`src/common/pss_pkg.sv`:
```
package pss_pkg;

  // ****************************************
  // timing
  // ****************************************
  localparam int unsigned CLK_HZ             = 100_000_000;
  localparam int unsigned RESET_CYCLES       = 512;
  localparam int unsigned INIT_CYCLES        = 128;
  localparam int unsigned SOFT_EXIT_CYCLES   = 512;
  localparam int unsigned STANDBY_OSC_EDGES  = 4;
  localparam int unsigned PD_MIN_NS          = 100_000;
  localparam int unsigned PD_MIN_CYCLES      = (PD_MIN_NS * (CLK_HZ / 1_000_000) + 999) / 1000;
  localparam int unsigned HOST_SETTLE_CYCLES = 4;

  localparam int unsigned CNT_W = 10;
  localparam int unsigned SBY_W = 3;
  localparam int unsigned PD_W  = 16;
  localparam logic [CNT_W-1:0] RESET_LAST  = CNT_W'(RESET_CYCLES - 1);
  localparam logic [CNT_W-1:0] INIT_LAST   = CNT_W'(INIT_CYCLES - 1);
  localparam logic [CNT_W-1:0] SOFT_LAST   = CNT_W'(SOFT_EXIT_CYCLES - 1);
  localparam logic [SBY_W-1:0] SBY_LAST    = SBY_W'(STANDBY_OSC_EDGES - 1);
  localparam logic [PD_W-1:0]  SETTLE_LAST = PD_W'(HOST_SETTLE_CYCLES - 1);

  // ****************************************
  // device register map and fields
  // ****************************************
  localparam logic [5:0] ADDR_PAGE   = 6'h00;
  localparam logic [5:0] ADDR_CMD    = 6'h01;
  localparam logic [5:0] ADDR_CTRL   = 6'h09;
  localparam logic [5:0] ADDR_IRQCFG = 6'h2D;
  localparam logic [5:0] INIT_FIRST  = 6'h10;
  localparam logic [5:0] CMD_STARTUP = 6'h3F;
  localparam logic [5:0] CMD_IDLE    = 6'h00;
  localparam logic [7:0] PAGE_DETECT = 8'h80;
  localparam logic [7:0] PAGE_LINEAR = 8'h00;
  localparam int unsigned CTRL_RXAUTO_BIT = 3;
  localparam int unsigned CTRL_SOFT_BIT   = 4;
  localparam int unsigned CTRL_SBY_BIT    = 5;
  localparam int unsigned IRQ_CMOS_BIT    = 0;
  localparam int unsigned IRQ_INV_BIT     = 1;
  // init copy: one byte every 4 cycles, 32 bytes in 128 cycles
  localparam int unsigned INIT_STEP_W = 2;
  localparam int unsigned INIT_IDX_W  = 5;
  localparam logic [INIT_STEP_W-1:0] INIT_STEP_LAST = 2'h3;

  // ****************************************
  // host avalon map (byte addresses)
  // ****************************************
  localparam logic [3:0] AV_CTRL     = 4'h0;
  localparam logic [3:0] AV_STATUS   = 4'h4;
  localparam logic [3:0] AV_ACCESS   = 4'h8;
  localparam logic [3:0] AV_LINKDATA = 4'hC;
  localparam int unsigned AV_START_BIT = 0;
  localparam int unsigned ACC_READ_BIT = 16;

  typedef enum logic [1:0] {PSS_HARD_PD, PSS_RESET, PSS_INIT, PSS_IDLE} pss_phase_t;

endpackage

```
`src/common/pss_link_if.sv`:
```
`timescale 1ns/1ps
`default_nettype none
interface pss_link_if (
  input wire logic clk
);
  logic [5:0] addr;
  logic [7:0] wrData;
  logic       write;
  logic       read;
  logic [7:0] rdData;
  logic       powerDownResetPin;

  modport device (input addr, input wrData, input write, input read, input powerDownResetPin, output rdData);
  modport host (output addr, output wrData, output write, output read, output powerDownResetPin, input rdData);
endinterface
`default_nettype wire

```
`src/core/pss_device.sv`:
```
// Functional notes
// - reset pin high forces hard power-down, sinks, oscillator and buffers off
// - hard power-down isolates inputs except reset pin
// - frozen: irq/aux hi-z, data low, osc high
// - driver 1 follows carrier enable one in power-down
// - driver 2 in power-down high only enable2 and not inverted
// - soft bit set enters soft power-down immediately
// - soft exit after 512 cycles, bit self-clears
// - standby bit stops clock buffer, oscillator runs
// - standby exits after four oscillator edges, self-clears
// - receiver auto off powers receiver only when used
// - power-down during reset, low supply, pin high
// - host holds reset pin at least 100 us
// - reset phase 512 cycles presets register bits
// - 128-cycle init copies memory to 10h-2Fh
// - command reads 3Fh at start-up, 00h idle
// - host polls command until 00h before control
// - page 80h then command read 00h detects
// - page 00h then selects linear addressing
// - reset phase presets irq invert 1, cmos 0
`timescale 1ns/1ps
`default_nettype none
module pss_device (
  input  wire logic              clk,
  input  wire logic              reset_n,
  pss_link_if.device             link,
  input  wire logic              supplyOk,
  input  wire logic              oscStable,
  input  wire logic              oscInput,
  input  wire logic              receiverInUse,
  input  wire logic              irqLevel,
  input  wire logic              auxEnable,
  input  wire logic              auxSrc,
  input  wire logic              serialDataSrc,
  input  wire logic              oscDriveSrc,
  input  wire logic              carrierSrc1,
  input  wire logic              carrierSrc2,
  input  wire logic              tx1CarrierEnable,
  input  wire logic              tx2CarrierEnable,
  input  wire logic              tx2Invert,
  input  wire logic [7:0]        nvmData,
  output logic [4:0]             nvmAddr,
  output logic                   cfgWrite,
  output logic [5:0]             cfgAddr,
  output logic [7:0]             cfgData,
  output logic                   presetRegs,
  output pss_pkg::pss_phase_t    phase,
  output logic [5:0]             commandValue,
  output logic                   softPowerDown,
  output logic                   standbyActive,
  output logic                   currentSinksOn,
  output logic                   oscillatorOn,
  output logic                   oscBufferOn,
  output logic                   clockBufferOn,
  output logic                   inputsIsolated,
  output logic                   receiverPowered,
  output logic                   irqOut,
  output logic                   irqOe,
  output logic                   auxOut,
  output logic                   auxOe,
  output logic                   serialDataOut,
  output logic                   oscOutput,
  output logic                   antennaDriver1,
  output logic                   antennaDriver2,
  output logic                   linearAddressing,
  output logic                   interfaceDetected
);
  import pss_pkg::*;

  // ****************************************
  // synchronisers
  // ****************************************
  logic pinS1_reg, pinS2_reg, supS1_reg, supS2_reg, oscStS1_reg, oscStS2_reg;
  logic oscS1_reg, oscS2_reg, oscS3_reg;

  always_ff @(posedge clk)
  begin
    pinS1_reg   <= link.powerDownResetPin;
    pinS2_reg   <= pinS1_reg;
    supS1_reg   <= supplyOk;
    supS2_reg   <= supS1_reg;
    oscStS1_reg <= oscStable;
    oscStS2_reg <= oscStS1_reg;
    oscS1_reg   <= oscInput;
    oscS2_reg   <= oscS1_reg;
    oscS3_reg   <= oscS2_reg;
  end

  // pin comes from same-clock host logic, so its raw level may assert at once;
  // the synchronised copy stretches it so release waits two edges
  wire hardPd  = link.powerDownResetPin | pinS2_reg | ~supS2_reg;
  wire oscEdge = oscS2_reg & ~oscS3_reg;

  // ****************************************
  // start-up sequencer
  // ****************************************
  pss_phase_t       phase_reg, phase_next;
  logic [CNT_W-1:0] cnt_reg, cnt_next;

  always_comb
  begin
    phase_next = phase_reg;
    cnt_next   = cnt_reg;
    if (hardPd)
    begin
      phase_next = PSS_HARD_PD;
      cnt_next   = '0;
    end
    else
    begin
      unique case (phase_reg)
        PSS_HARD_PD:
        begin
          phase_next = PSS_RESET;
          cnt_next   = '0;
        end
        PSS_RESET:
        begin
          if (oscStS2_reg)
          begin
            if (cnt_reg == RESET_LAST)
            begin
              phase_next = PSS_INIT;
              cnt_next   = '0;
            end
            else
              cnt_next = cnt_reg + 1'b1;
          end
        end
        PSS_INIT:
        begin
          if (cnt_reg == INIT_LAST)
          begin
            phase_next = PSS_IDLE;
            cnt_next   = '0;
          end
          else
            cnt_next = cnt_reg + 1'b1;
        end
        PSS_IDLE: ;
      endcase
    end
  end

  always_ff @(posedge clk)
  begin
    if (!reset_n)
    begin
      phase_reg <= PSS_HARD_PD;
      cnt_reg   <= '0;
    end
    else
    begin
      phase_reg <= phase_next;
      cnt_reg   <= cnt_next;
    end
  end

  // ****************************************
  // initialization copy
  // ****************************************
  wire [INIT_IDX_W-1:0] initIdx  = cnt_reg[INIT_STEP_W +: INIT_IDX_W];
  wire                  initTake = (phase_reg == PSS_INIT) && (cnt_reg[INIT_STEP_W-1:0] == INIT_STEP_LAST);
  logic cfgWrite_reg;
  logic [5:0] cfgAddr_reg;
  logic [7:0] cfgData_reg;

  // memory gets four cycles per address, so its data is settled when taken
  always_ff @(posedge clk)
  begin
    if (!reset_n)
    begin
      cfgWrite_reg <= 1'b0;
      cfgAddr_reg  <= INIT_FIRST;
      cfgData_reg  <= 8'h00;
    end
    else
    begin
      cfgWrite_reg <= initTake;
      cfgAddr_reg  <= INIT_FIRST + 6'(initIdx);
      cfgData_reg  <= nvmData;
    end
  end

  // ****************************************
  // host-side register access
  // ****************************************
  wire busOk   = ~hardPd;
  wire isIdle  = (phase_reg == PSS_IDLE);
  wire wrEn    = link.write & busOk;
  wire rdEn    = link.read & busOk;
  wire wrPage  = wrEn && (link.addr == ADDR_PAGE);
  wire wrCtrl  = wrEn && isIdle && (link.addr == ADDR_CTRL);
  wire wrIrq   = wrEn && isIdle && (link.addr == ADDR_IRQCFG);
  wire wrCmd   = wrEn && isIdle && (link.addr == ADDR_CMD);
  wire softWr  = link.wrData[CTRL_SOFT_BIT];
  wire sbyWr   = link.wrData[CTRL_SBY_BIT];

  logic [5:0] cmd_reg;
  logic [7:0] page_reg, rdData_reg;
  logic       armed_reg, detected_reg, linear_reg;
  logic       irq_polarity_invert_reg, irqCmos_reg, rxAuto_reg;
  logic       soft_reg, softExit_reg, sby_reg, sbyExit_reg;
  logic [CNT_W-1:0] softCnt_reg;
  logic [SBY_W-1:0] sbyCnt_reg;

  wire [7:0] ctrlRead = 8'({sby_reg, soft_reg, rxAuto_reg}) << CTRL_RXAUTO_BIT;
  wire [7:0] irqRead  = 8'({irq_polarity_invert_reg, irqCmos_reg}) << IRQ_CMOS_BIT;
  wire [7:0] rdMux    = (link.addr == ADDR_PAGE)   ? page_reg :
                        (link.addr == ADDR_CMD)    ? {2'h0, cmd_reg} :
                        (link.addr == ADDR_CTRL)   ? ctrlRead :
                        (link.addr == ADDR_IRQCFG) ? irqRead : 8'h00;

  always_ff @(posedge clk)
  begin
    if (!reset_n || !isIdle)
    begin
      cmd_reg      <= (reset_n && phase_next == PSS_IDLE) ? CMD_IDLE : CMD_STARTUP;
      armed_reg    <= 1'b0;
      detected_reg <= 1'b0;
      linear_reg   <= 1'b0;
      rxAuto_reg   <= 1'b0;
    end
    else
    begin
      if (wrCmd)
        cmd_reg <= link.wrData[5:0];
      if (wrCtrl)
        rxAuto_reg <= link.wrData[CTRL_RXAUTO_BIT];
      if (wrPage && link.wrData == PAGE_DETECT)
        armed_reg <= 1'b1;
      if (rdEn && armed_reg && link.addr == ADDR_CMD && cmd_reg == CMD_IDLE)
        detected_reg <= 1'b1;
      if (wrPage && link.wrData == PAGE_LINEAR && detected_reg)
        linear_reg <= 1'b1;
    end
  end

  always_ff @(posedge clk)
  begin
    if (!reset_n)
    begin
      page_reg   <= 8'h00;
      rdData_reg <= 8'h00;
    end
    else
    begin
      if (wrPage)
        page_reg <= link.wrData;
      if (rdEn)
        rdData_reg <= rdMux;
    end
  end

  always_ff @(posedge clk)
  begin
    if (!reset_n || phase_reg == PSS_RESET)
    begin
      irq_polarity_invert_reg  <= 1'b1;
      irqCmos_reg <= 1'b0;
    end
    else if (wrIrq)
    begin
      irq_polarity_invert_reg  <= link.wrData[IRQ_INV_BIT];
      irqCmos_reg <= link.wrData[IRQ_CMOS_BIT];
    end
  end

  // ****************************************
  // soft power-down and standby
  // ****************************************
  // writing the bit low only arms the exit; the bit keeps reading high until it ends
  always_ff @(posedge clk)
  begin
    if (!reset_n || !isIdle)
    begin
      soft_reg     <= 1'b0;
      softExit_reg <= 1'b0;
      softCnt_reg  <= '0;
    end
    else if (wrCtrl && softWr)
    begin
      soft_reg     <= 1'b1;
      softExit_reg <= 1'b0;
    end
    else if (wrCtrl && soft_reg && !softExit_reg)
    begin
      softExit_reg <= 1'b1;
      softCnt_reg  <= '0;
    end
    else if (softExit_reg)
    begin
      if (softCnt_reg == SOFT_LAST)
      begin
        soft_reg     <= 1'b0;
        softExit_reg <= 1'b0;
      end
      else
        softCnt_reg <= softCnt_reg + 1'b1;
    end
  end

  always_ff @(posedge clk)
  begin
    if (!reset_n || !isIdle)
    begin
      sby_reg     <= 1'b0;
      sbyExit_reg <= 1'b0;
      sbyCnt_reg  <= '0;
    end
    else if (wrCtrl && sbyWr)
    begin
      sby_reg     <= 1'b1;
      sbyExit_reg <= 1'b0;
    end
    else if (wrCtrl && sby_reg && !sbyExit_reg)
    begin
      sbyExit_reg <= 1'b1;
      sbyCnt_reg  <= '0;
    end
    else if (sbyExit_reg && oscEdge)
    begin
      if (sbyCnt_reg == SBY_LAST)
      begin
        sby_reg     <= 1'b0;
        sbyExit_reg <= 1'b0;
      end
      else
        sbyCnt_reg <= sbyCnt_reg + 1'b1;
    end
  end

  // ****************************************
  // pads
  // ****************************************
  wire irqLvl = irqLevel ^ irq_polarity_invert_reg;
  logic irqOut_reg, irqOe_reg, auxOut_reg, auxOe_reg, sdo_reg, osc_output_reg, ant1_reg, ant2_reg;

  always_ff @(posedge clk)
  begin
    if (!reset_n)
    begin
      irqOut_reg <= 1'b0;
      irqOe_reg  <= 1'b0;
      auxOut_reg <= 1'b0;
      auxOe_reg  <= 1'b0;
      sdo_reg    <= 1'b0;
      osc_output_reg <= 1'b1;
      ant1_reg   <= 1'b0;
      ant2_reg   <= 1'b0;
    end
    else if (hardPd)
    begin
      irqOe_reg  <= 1'b0;
      auxOe_reg  <= 1'b0;
      sdo_reg    <= 1'b0;
      osc_output_reg <= 1'b1;
      ant1_reg   <= tx1CarrierEnable;
      ant2_reg   <= tx2CarrierEnable & ~tx2Invert;
    end
    else if (!soft_reg && !sby_reg)
    begin
      // open drain pulls low only; the line idles high-impedance
      irqOut_reg <= irqCmos_reg & irqLvl;
      irqOe_reg  <= irqCmos_reg | ~irqLvl;
      auxOut_reg <= auxSrc;
      auxOe_reg  <= auxEnable;
      sdo_reg    <= serialDataSrc;
      osc_output_reg <= oscDriveSrc;
      ant1_reg   <= carrierSrc1;
      ant2_reg   <= carrierSrc2;
    end
  end

  // ****************************************
  // outputs
  // ****************************************
  logic hardPd_reg;
  always_ff @(posedge clk)
  begin
    if (!reset_n)
      hardPd_reg <= 1'b1;
    else
      hardPd_reg <= hardPd;
  end

  assign currentSinksOn    = ~hardPd_reg & ~soft_reg & ~sby_reg;
  assign oscillatorOn      = ~hardPd_reg;
  assign oscBufferOn       = ~hardPd_reg & ~soft_reg;
  assign clockBufferOn     = ~hardPd_reg & ~sby_reg;
  assign inputsIsolated    = hardPd_reg;
  assign receiverPowered   = currentSinksOn & (~rxAuto_reg | receiverInUse);
  assign softPowerDown     = soft_reg;
  assign standbyActive     = sby_reg;
  assign nvmAddr           = initIdx;
  assign cfgWrite          = cfgWrite_reg;
  assign cfgAddr           = cfgAddr_reg;
  assign cfgData           = cfgData_reg;
  assign presetRegs        = (phase_reg == PSS_RESET);
  assign phase             = phase_reg;
  assign commandValue      = cmd_reg;
  assign linearAddressing  = linear_reg;
  assign interfaceDetected = detected_reg;
  assign link.rdData       = rdData_reg;
  assign irqOut            = irqOut_reg;
  assign irqOe             = irqOe_reg;
  assign auxOut            = auxOut_reg;
  assign auxOe             = auxOe_reg;
  assign serialDataOut     = sdo_reg;
  assign oscOutput         = osc_output_reg;
  assign antennaDriver1    = ant1_reg;
  assign antennaDriver2    = ant2_reg;

endmodule // pss_device
`default_nettype wire

```
`src/flat_wrapper.sv`:
```
// flat-port wrapper written by rule: the top's interface ports become plain ports
module pss_device_flat import pss_pkg::*;
  (clk, reset_n, supplyOk, oscStable, oscInput, receiverInUse, irqLevel, auxEnable, auxSrc, serialDataSrc, oscDriveSrc, carrierSrc1, carrierSrc2, tx1CarrierEnable, tx2CarrierEnable, tx2Invert, nvmData, nvmAddr, cfgWrite, cfgAddr, cfgData, presetRegs, phase, commandValue, softPowerDown, standbyActive, currentSinksOn, oscillatorOn, oscBufferOn, clockBufferOn, inputsIsolated, receiverPowered, irqOut, irqOe, auxOut, auxOe, serialDataOut, oscOutput, antennaDriver1, antennaDriver2, linearAddressing, interfaceDetected, link_addr, link_wrData, link_write, link_read, link_powerDownResetPin, link_rdData);
  pss_link_if link_i (.clk(clk));
  input  wire logic clk;
  input  wire logic reset_n;
  input  wire logic supplyOk;
  input  wire logic oscStable;
  input  wire logic oscInput;
  input  wire logic receiverInUse;
  input  wire logic irqLevel;
  input  wire logic auxEnable;
  input  wire logic auxSrc;
  input  wire logic serialDataSrc;
  input  wire logic oscDriveSrc;
  input  wire logic carrierSrc1;
  input  wire logic carrierSrc2;
  input  wire logic tx1CarrierEnable;
  input  wire logic tx2CarrierEnable;
  input  wire logic tx2Invert;
  input  wire logic [7:0] nvmData;
  output logic [4:0] nvmAddr;
  output logic cfgWrite;
  output logic [5:0] cfgAddr;
  output logic [7:0] cfgData;
  output logic presetRegs;
  output pss_pkg::pss_phase_t phase;
  output logic [5:0] commandValue;
  output logic softPowerDown;
  output logic standbyActive;
  output logic currentSinksOn;
  output logic oscillatorOn;
  output logic oscBufferOn;
  output logic clockBufferOn;
  output logic inputsIsolated;
  output logic receiverPowered;
  output logic irqOut;
  output logic irqOe;
  output logic auxOut;
  output logic auxOe;
  output logic serialDataOut;
  output logic oscOutput;
  output logic antennaDriver1;
  output logic antennaDriver2;
  output logic linearAddressing;
  output logic interfaceDetected;
  input wire logic [$bits(link_i.addr)-1:0] link_addr;
  input wire logic [$bits(link_i.wrData)-1:0] link_wrData;
  input wire logic [$bits(link_i.write)-1:0] link_write;
  input wire logic [$bits(link_i.read)-1:0] link_read;
  input wire logic [$bits(link_i.powerDownResetPin)-1:0] link_powerDownResetPin;
  output wire logic [$bits(link_i.rdData)-1:0] link_rdData;
  assign link_i.addr = link_addr;
  assign link_i.wrData = link_wrData;
  assign link_i.write = link_write;
  assign link_i.read = link_read;
  assign link_i.powerDownResetPin = link_powerDownResetPin;
  assign link_rdData = link_i.rdData;
  pss_device u_core (.clk(clk), .reset_n(reset_n), .link(link_i), .supplyOk(supplyOk), .oscStable(oscStable), .oscInput(oscInput), .receiverInUse(receiverInUse), .irqLevel(irqLevel), .auxEnable(auxEnable), .auxSrc(auxSrc), .serialDataSrc(serialDataSrc), .oscDriveSrc(oscDriveSrc), .carrierSrc1(carrierSrc1), .carrierSrc2(carrierSrc2), .tx1CarrierEnable(tx1CarrierEnable), .tx2CarrierEnable(tx2CarrierEnable), .tx2Invert(tx2Invert), .nvmData(nvmData), .nvmAddr(nvmAddr), .cfgWrite(cfgWrite), .cfgAddr(cfgAddr), .cfgData(cfgData), .presetRegs(presetRegs), .phase(phase), .commandValue(commandValue), .softPowerDown(softPowerDown), .standbyActive(standbyActive), .currentSinksOn(currentSinksOn), .oscillatorOn(oscillatorOn), .oscBufferOn(oscBufferOn), .clockBufferOn(clockBufferOn), .inputsIsolated(inputsIsolated), .receiverPowered(receiverPowered), .irqOut(irqOut), .irqOe(irqOe), .auxOut(auxOut), .auxOe(auxOe), .serialDataOut(serialDataOut), .oscOutput(oscOutput), .antennaDriver1(antennaDriver1), .antennaDriver2(antennaDriver2), .linearAddressing(linearAddressing), .interfaceDetected(interfaceDetected));
endmodule
```
`config.mk`:
```
export PLATFORM = sky130hd
export DESIGN_NAME = pss_device_flat
export DESIGN_NICKNAME = d
export VERILOG_FILES = /design/src/common/pss_pkg.sv /design/src/common/pss_link_if.sv /design/src/core/pss_device.sv /design/src/flat_wrapper.sv
export SDC_FILE = /design/constraint.sdc
export NUM_CORES = 1
export LEC_CHECK = 0
export BUFFER_PORTS_ARGS = -buffer_cell sky130_fd_sc_hd__buf_4
export CAP_MARGIN = 5
export CORE_MARGIN = 2
export CORE_UTILIZATION = 40
export CTS_CLUSTER_DIAMETER = 80
export DETAILED_ROUTE_END_ITERATION = 10
export MAX_ROUTING_LAYER = met4
export PLACE_DENSITY_LB_ADDON = 0.12
export SETUP_SLACK_MARGIN = 0.15
export SYNTH_ARGS = -nofsm -noshare
export SYNTH_HDL_FRONTEND = slang
export SYNTH_SLANG_ARGS = --single-unit
```
`constraint.sdc`:
```
create_clock -name clk -period 2.4 [get_ports clk]
set_clock_uncertainty 0.15 [all_clocks]
set_input_delay 0.12 -clock clk [delete_from_list [all_inputs] [get_ports clk]]
set_output_delay 0.12 -clock clk [all_outputs]
set_load 0.02 [all_outputs]
```
==> flow_summary.yaml <==
run_status:
  status: "finished, final reports clean"
setup_path:
  arrival_ns: 2.26
  worst-path-max-fanout: 10
  regToRegEndpoint: "u_core.antennaDriver2"
  timing.rr.start: "u_core.supS2_reg"
  cp-start-kind: "primary input"
  cp_data_required_time_ns: 2.51
  worstRegToRegCells: 5
  reg2reg_slack_ns: 0.31
  cp-startpoint: "link_powerDownResetPin"
  end_kind: "flop"
  critical_path.endpoint: "u_core.antennaDriver2"
  setup.worst_path.class: "primary input to flop"
power_and_ir_drop:
  p_per_area_nw_per_um2: 511
  irDropWorstVdd_v: 0.000250
  p_leak_nw: 2.28
logic_synthesis:
  synth_seq_cells: 90
  postSynth.asyncResetShare_pct: 0
  synth.distinct_cells: 68
  yosys_warnings: 0
  syn-cell-area_um2: 4170
  synthesis.instances: 435
  synth_edf_count: 6
  ys.flop_type: "dfxtp_1"
  syn_area_per_cell_um2: 9.60
  ys_seq_area_share_pct: 44.6
  synth_fp_nets: 486
timing:
  rsz0062_at_grt: "false"
  tightest_slew_ns: 0.591
  relSlewSlack_pct: 60.1
  setup_tns_ns: 0
  max_freq_mhz: 464
  setup_viol: 0
  finalCritPeriodShare_pct: 89.9
  slew_viol_final: 0
  holdWs_ns: 0.0372
  post-route-min-period_ns: 2.16
  finalHoldViolations: 0
placed_design:
  dp_hpwl_um: 7980
  port_buffers: 95
  gp_congestion: 0.799
  place_inst: 659
global_routing:
  grt_pass1_wl_um: 18000
  grt_usage_pct: 20.9
  grt_max_degree: 20
  grt_remaining_overflow: 0
  grt_pass1_vias: 3635
  antenna_found_initial: 0
final_layout:
  layout_common_cells: "buf_4, dfxtp_1, nand2_1"
  final_common_cell: "buf_4"
  fill_cells: 957
  drive_gt1_share_pct: 26.6
  stdcell_count: 707
  nets: 617
  area_delta_synth_final_pct: 34.1
  antenna_cells: 0
floorplan:
  fp-row-count: 37
  dieHeight_um: 106
  die_w_um: 106
  core-area_um2: 10200
  initial_utilization_pct: 40.8
  ios: 96
  dieArea_um2: 11300
clock_network:
  htreeDepth: 3
  cts-root-buf: "clkbuf_8"
  cts_sinks: 90
  cts_buffer_depth: 2
  clk_pin_slew_ns: 0.09
  cts_tree: "yes"
  clock_latency_ns: 0.36
  cts_buffers: 9
  post_cts_buffers: 0
detailed_routing:
  drtIter0Drc: 144
  dr.pass1.iters: 4
  wl_per_cell_um: 15.6
  ant_nets: 0
  vias: 3686
  avgViaCountPerCell: 5.21
  wl_um: 11100
  drc: 0
flow_run:
  maxCapViolations: 0
min_path:
  min_path_cells: 4
  min_path_type: "primary input to flop"
[worst max-delay path: stages]
cell           delay (ns)
dlygate4sd3_1        0.54
buf_4                0.16
nor3b_2              0.40
buf_4                0.26
nand3_1              0.07
and3_1               0.17
dlygate4sd3_1        0.54
[timing repair]
item	4_1_cts	5_1_grt
setup endpoints to repair	0	9
endpoints found under the hold margin	44	0
resized for setup	0	2
hold buffers	32	0
[where the power goes]
| part | leakage (nW) | internal, mW | total (mW) | switching [mW] |
|---|---|---|---|---|
| sequential | 0.732 | 1.53 | 1.54 | 0.0123 |
| combinational | 1.45 | 0.130 | 0.239 | 0.109 |
| clock | 0.0986 | 0.537 | 1.08 | 0.541 |
| total | 2.28 | 2.20 | 2.86 | 0.663 |
[cell usage after synthesis (7+ instances only)]
cell type | count | share of area, %
nand2_1 | 40 | 3.6
nor2_1 | 31 | 2.8
dfxtp_1 | 84 | 40
and2_1 | 17 | 2.5
nor3_1 | 8 | 0.96
nor2b_1 | 12 | 1.8
nor4_1 | 7 | 1.0
nand4_1 | 9 | 1.3
clkbuf_1 | 11 | 0.99
inv_1 | 15 | 1.3
mux2i_1 | 18 | 4.3
a21oi_1 | 17 | 2.0
o21ai_0 | 7 | 0.84
ha_1 | 10 | 3.0
nand3_1 | 15 | 1.8
[cell type report]
| cell class | count | area, um2 | share of cell area [%] |
|---|---|---|---|
| Clock buffer | 12 | 155 | 2.77 |
| Timing Repair Buffer | 144 | 1160 | 20.7 |
| Sequential cell | 90 | 1860 | 33.3 |
| Clock inverter | 4 | 50.0 | 0.894 |
| Multi-Input combinational cell | 305 | 2140 | 38.2 |
| Tap cell | 136 | 170 | 3.04 |
| Inverter | 16 | 60.1 | 1.07 |
[per-layer routing]
metal	routed length, um	global-route usage [%]	vias up
met5	0	-	-
met4	200	8.36	0
met3	300	2.70	13
met2	5450	34.2	59
met1	5110	26.2	1774
li1	-	-	1840
[worst min path at each step]
stage,end,start,slack [ns]
after detailed placement,u_core.oscStS1_reg,oscStable,0.08
after floorplan,u_core.oscS1_reg,oscInput,-0.002
after global placement,u_core.oscStS1_reg,oscStable,0.07
after global routing,u_core.link.rdData[4],link_addr[1],0.04
final,u_core.interfaceDetected,link_addr[1],0.04
after CTS,u_core.interfaceDetected,link_addr[1],0.03
[cell families (layout without fill, tap and decap cells)]
| kind of cell | count (synthesis) | in the layout | share of synthesized area [%] |
|---|---|---|---|
| AOI/OAI and AO/OA | 75 | 75 | 13.6 |
| xor gates and xnor gates | 6 | 6 | 1.26 |
| adders and majority gates | 10 | 10 | 3.00 |
| buffers and inverters | 40 | 176 | 4.56 |
| DFF | 90 | 90 | 44.6 |
| muxes | 18 | 18 | 4.32 |
| and+or+nand+nor | 196 | 196 | 28.7 |
[per-stage QoR]
step	total power, mW	setup slack, ns	utilization, %	cell area (um2)
CTS	2.89	0.159	54.6	5590
global route	2.97	0.152	54.7	5600
finish	2.86	0.243	54.7	5600
global placement	1.77	0.313	49.5	5060
detailed placement	1.77	0.206	49.5	5060
floorplan	1.66	0.159	-	4180
No activity file was read; power rests on OpenSTA's default activity.
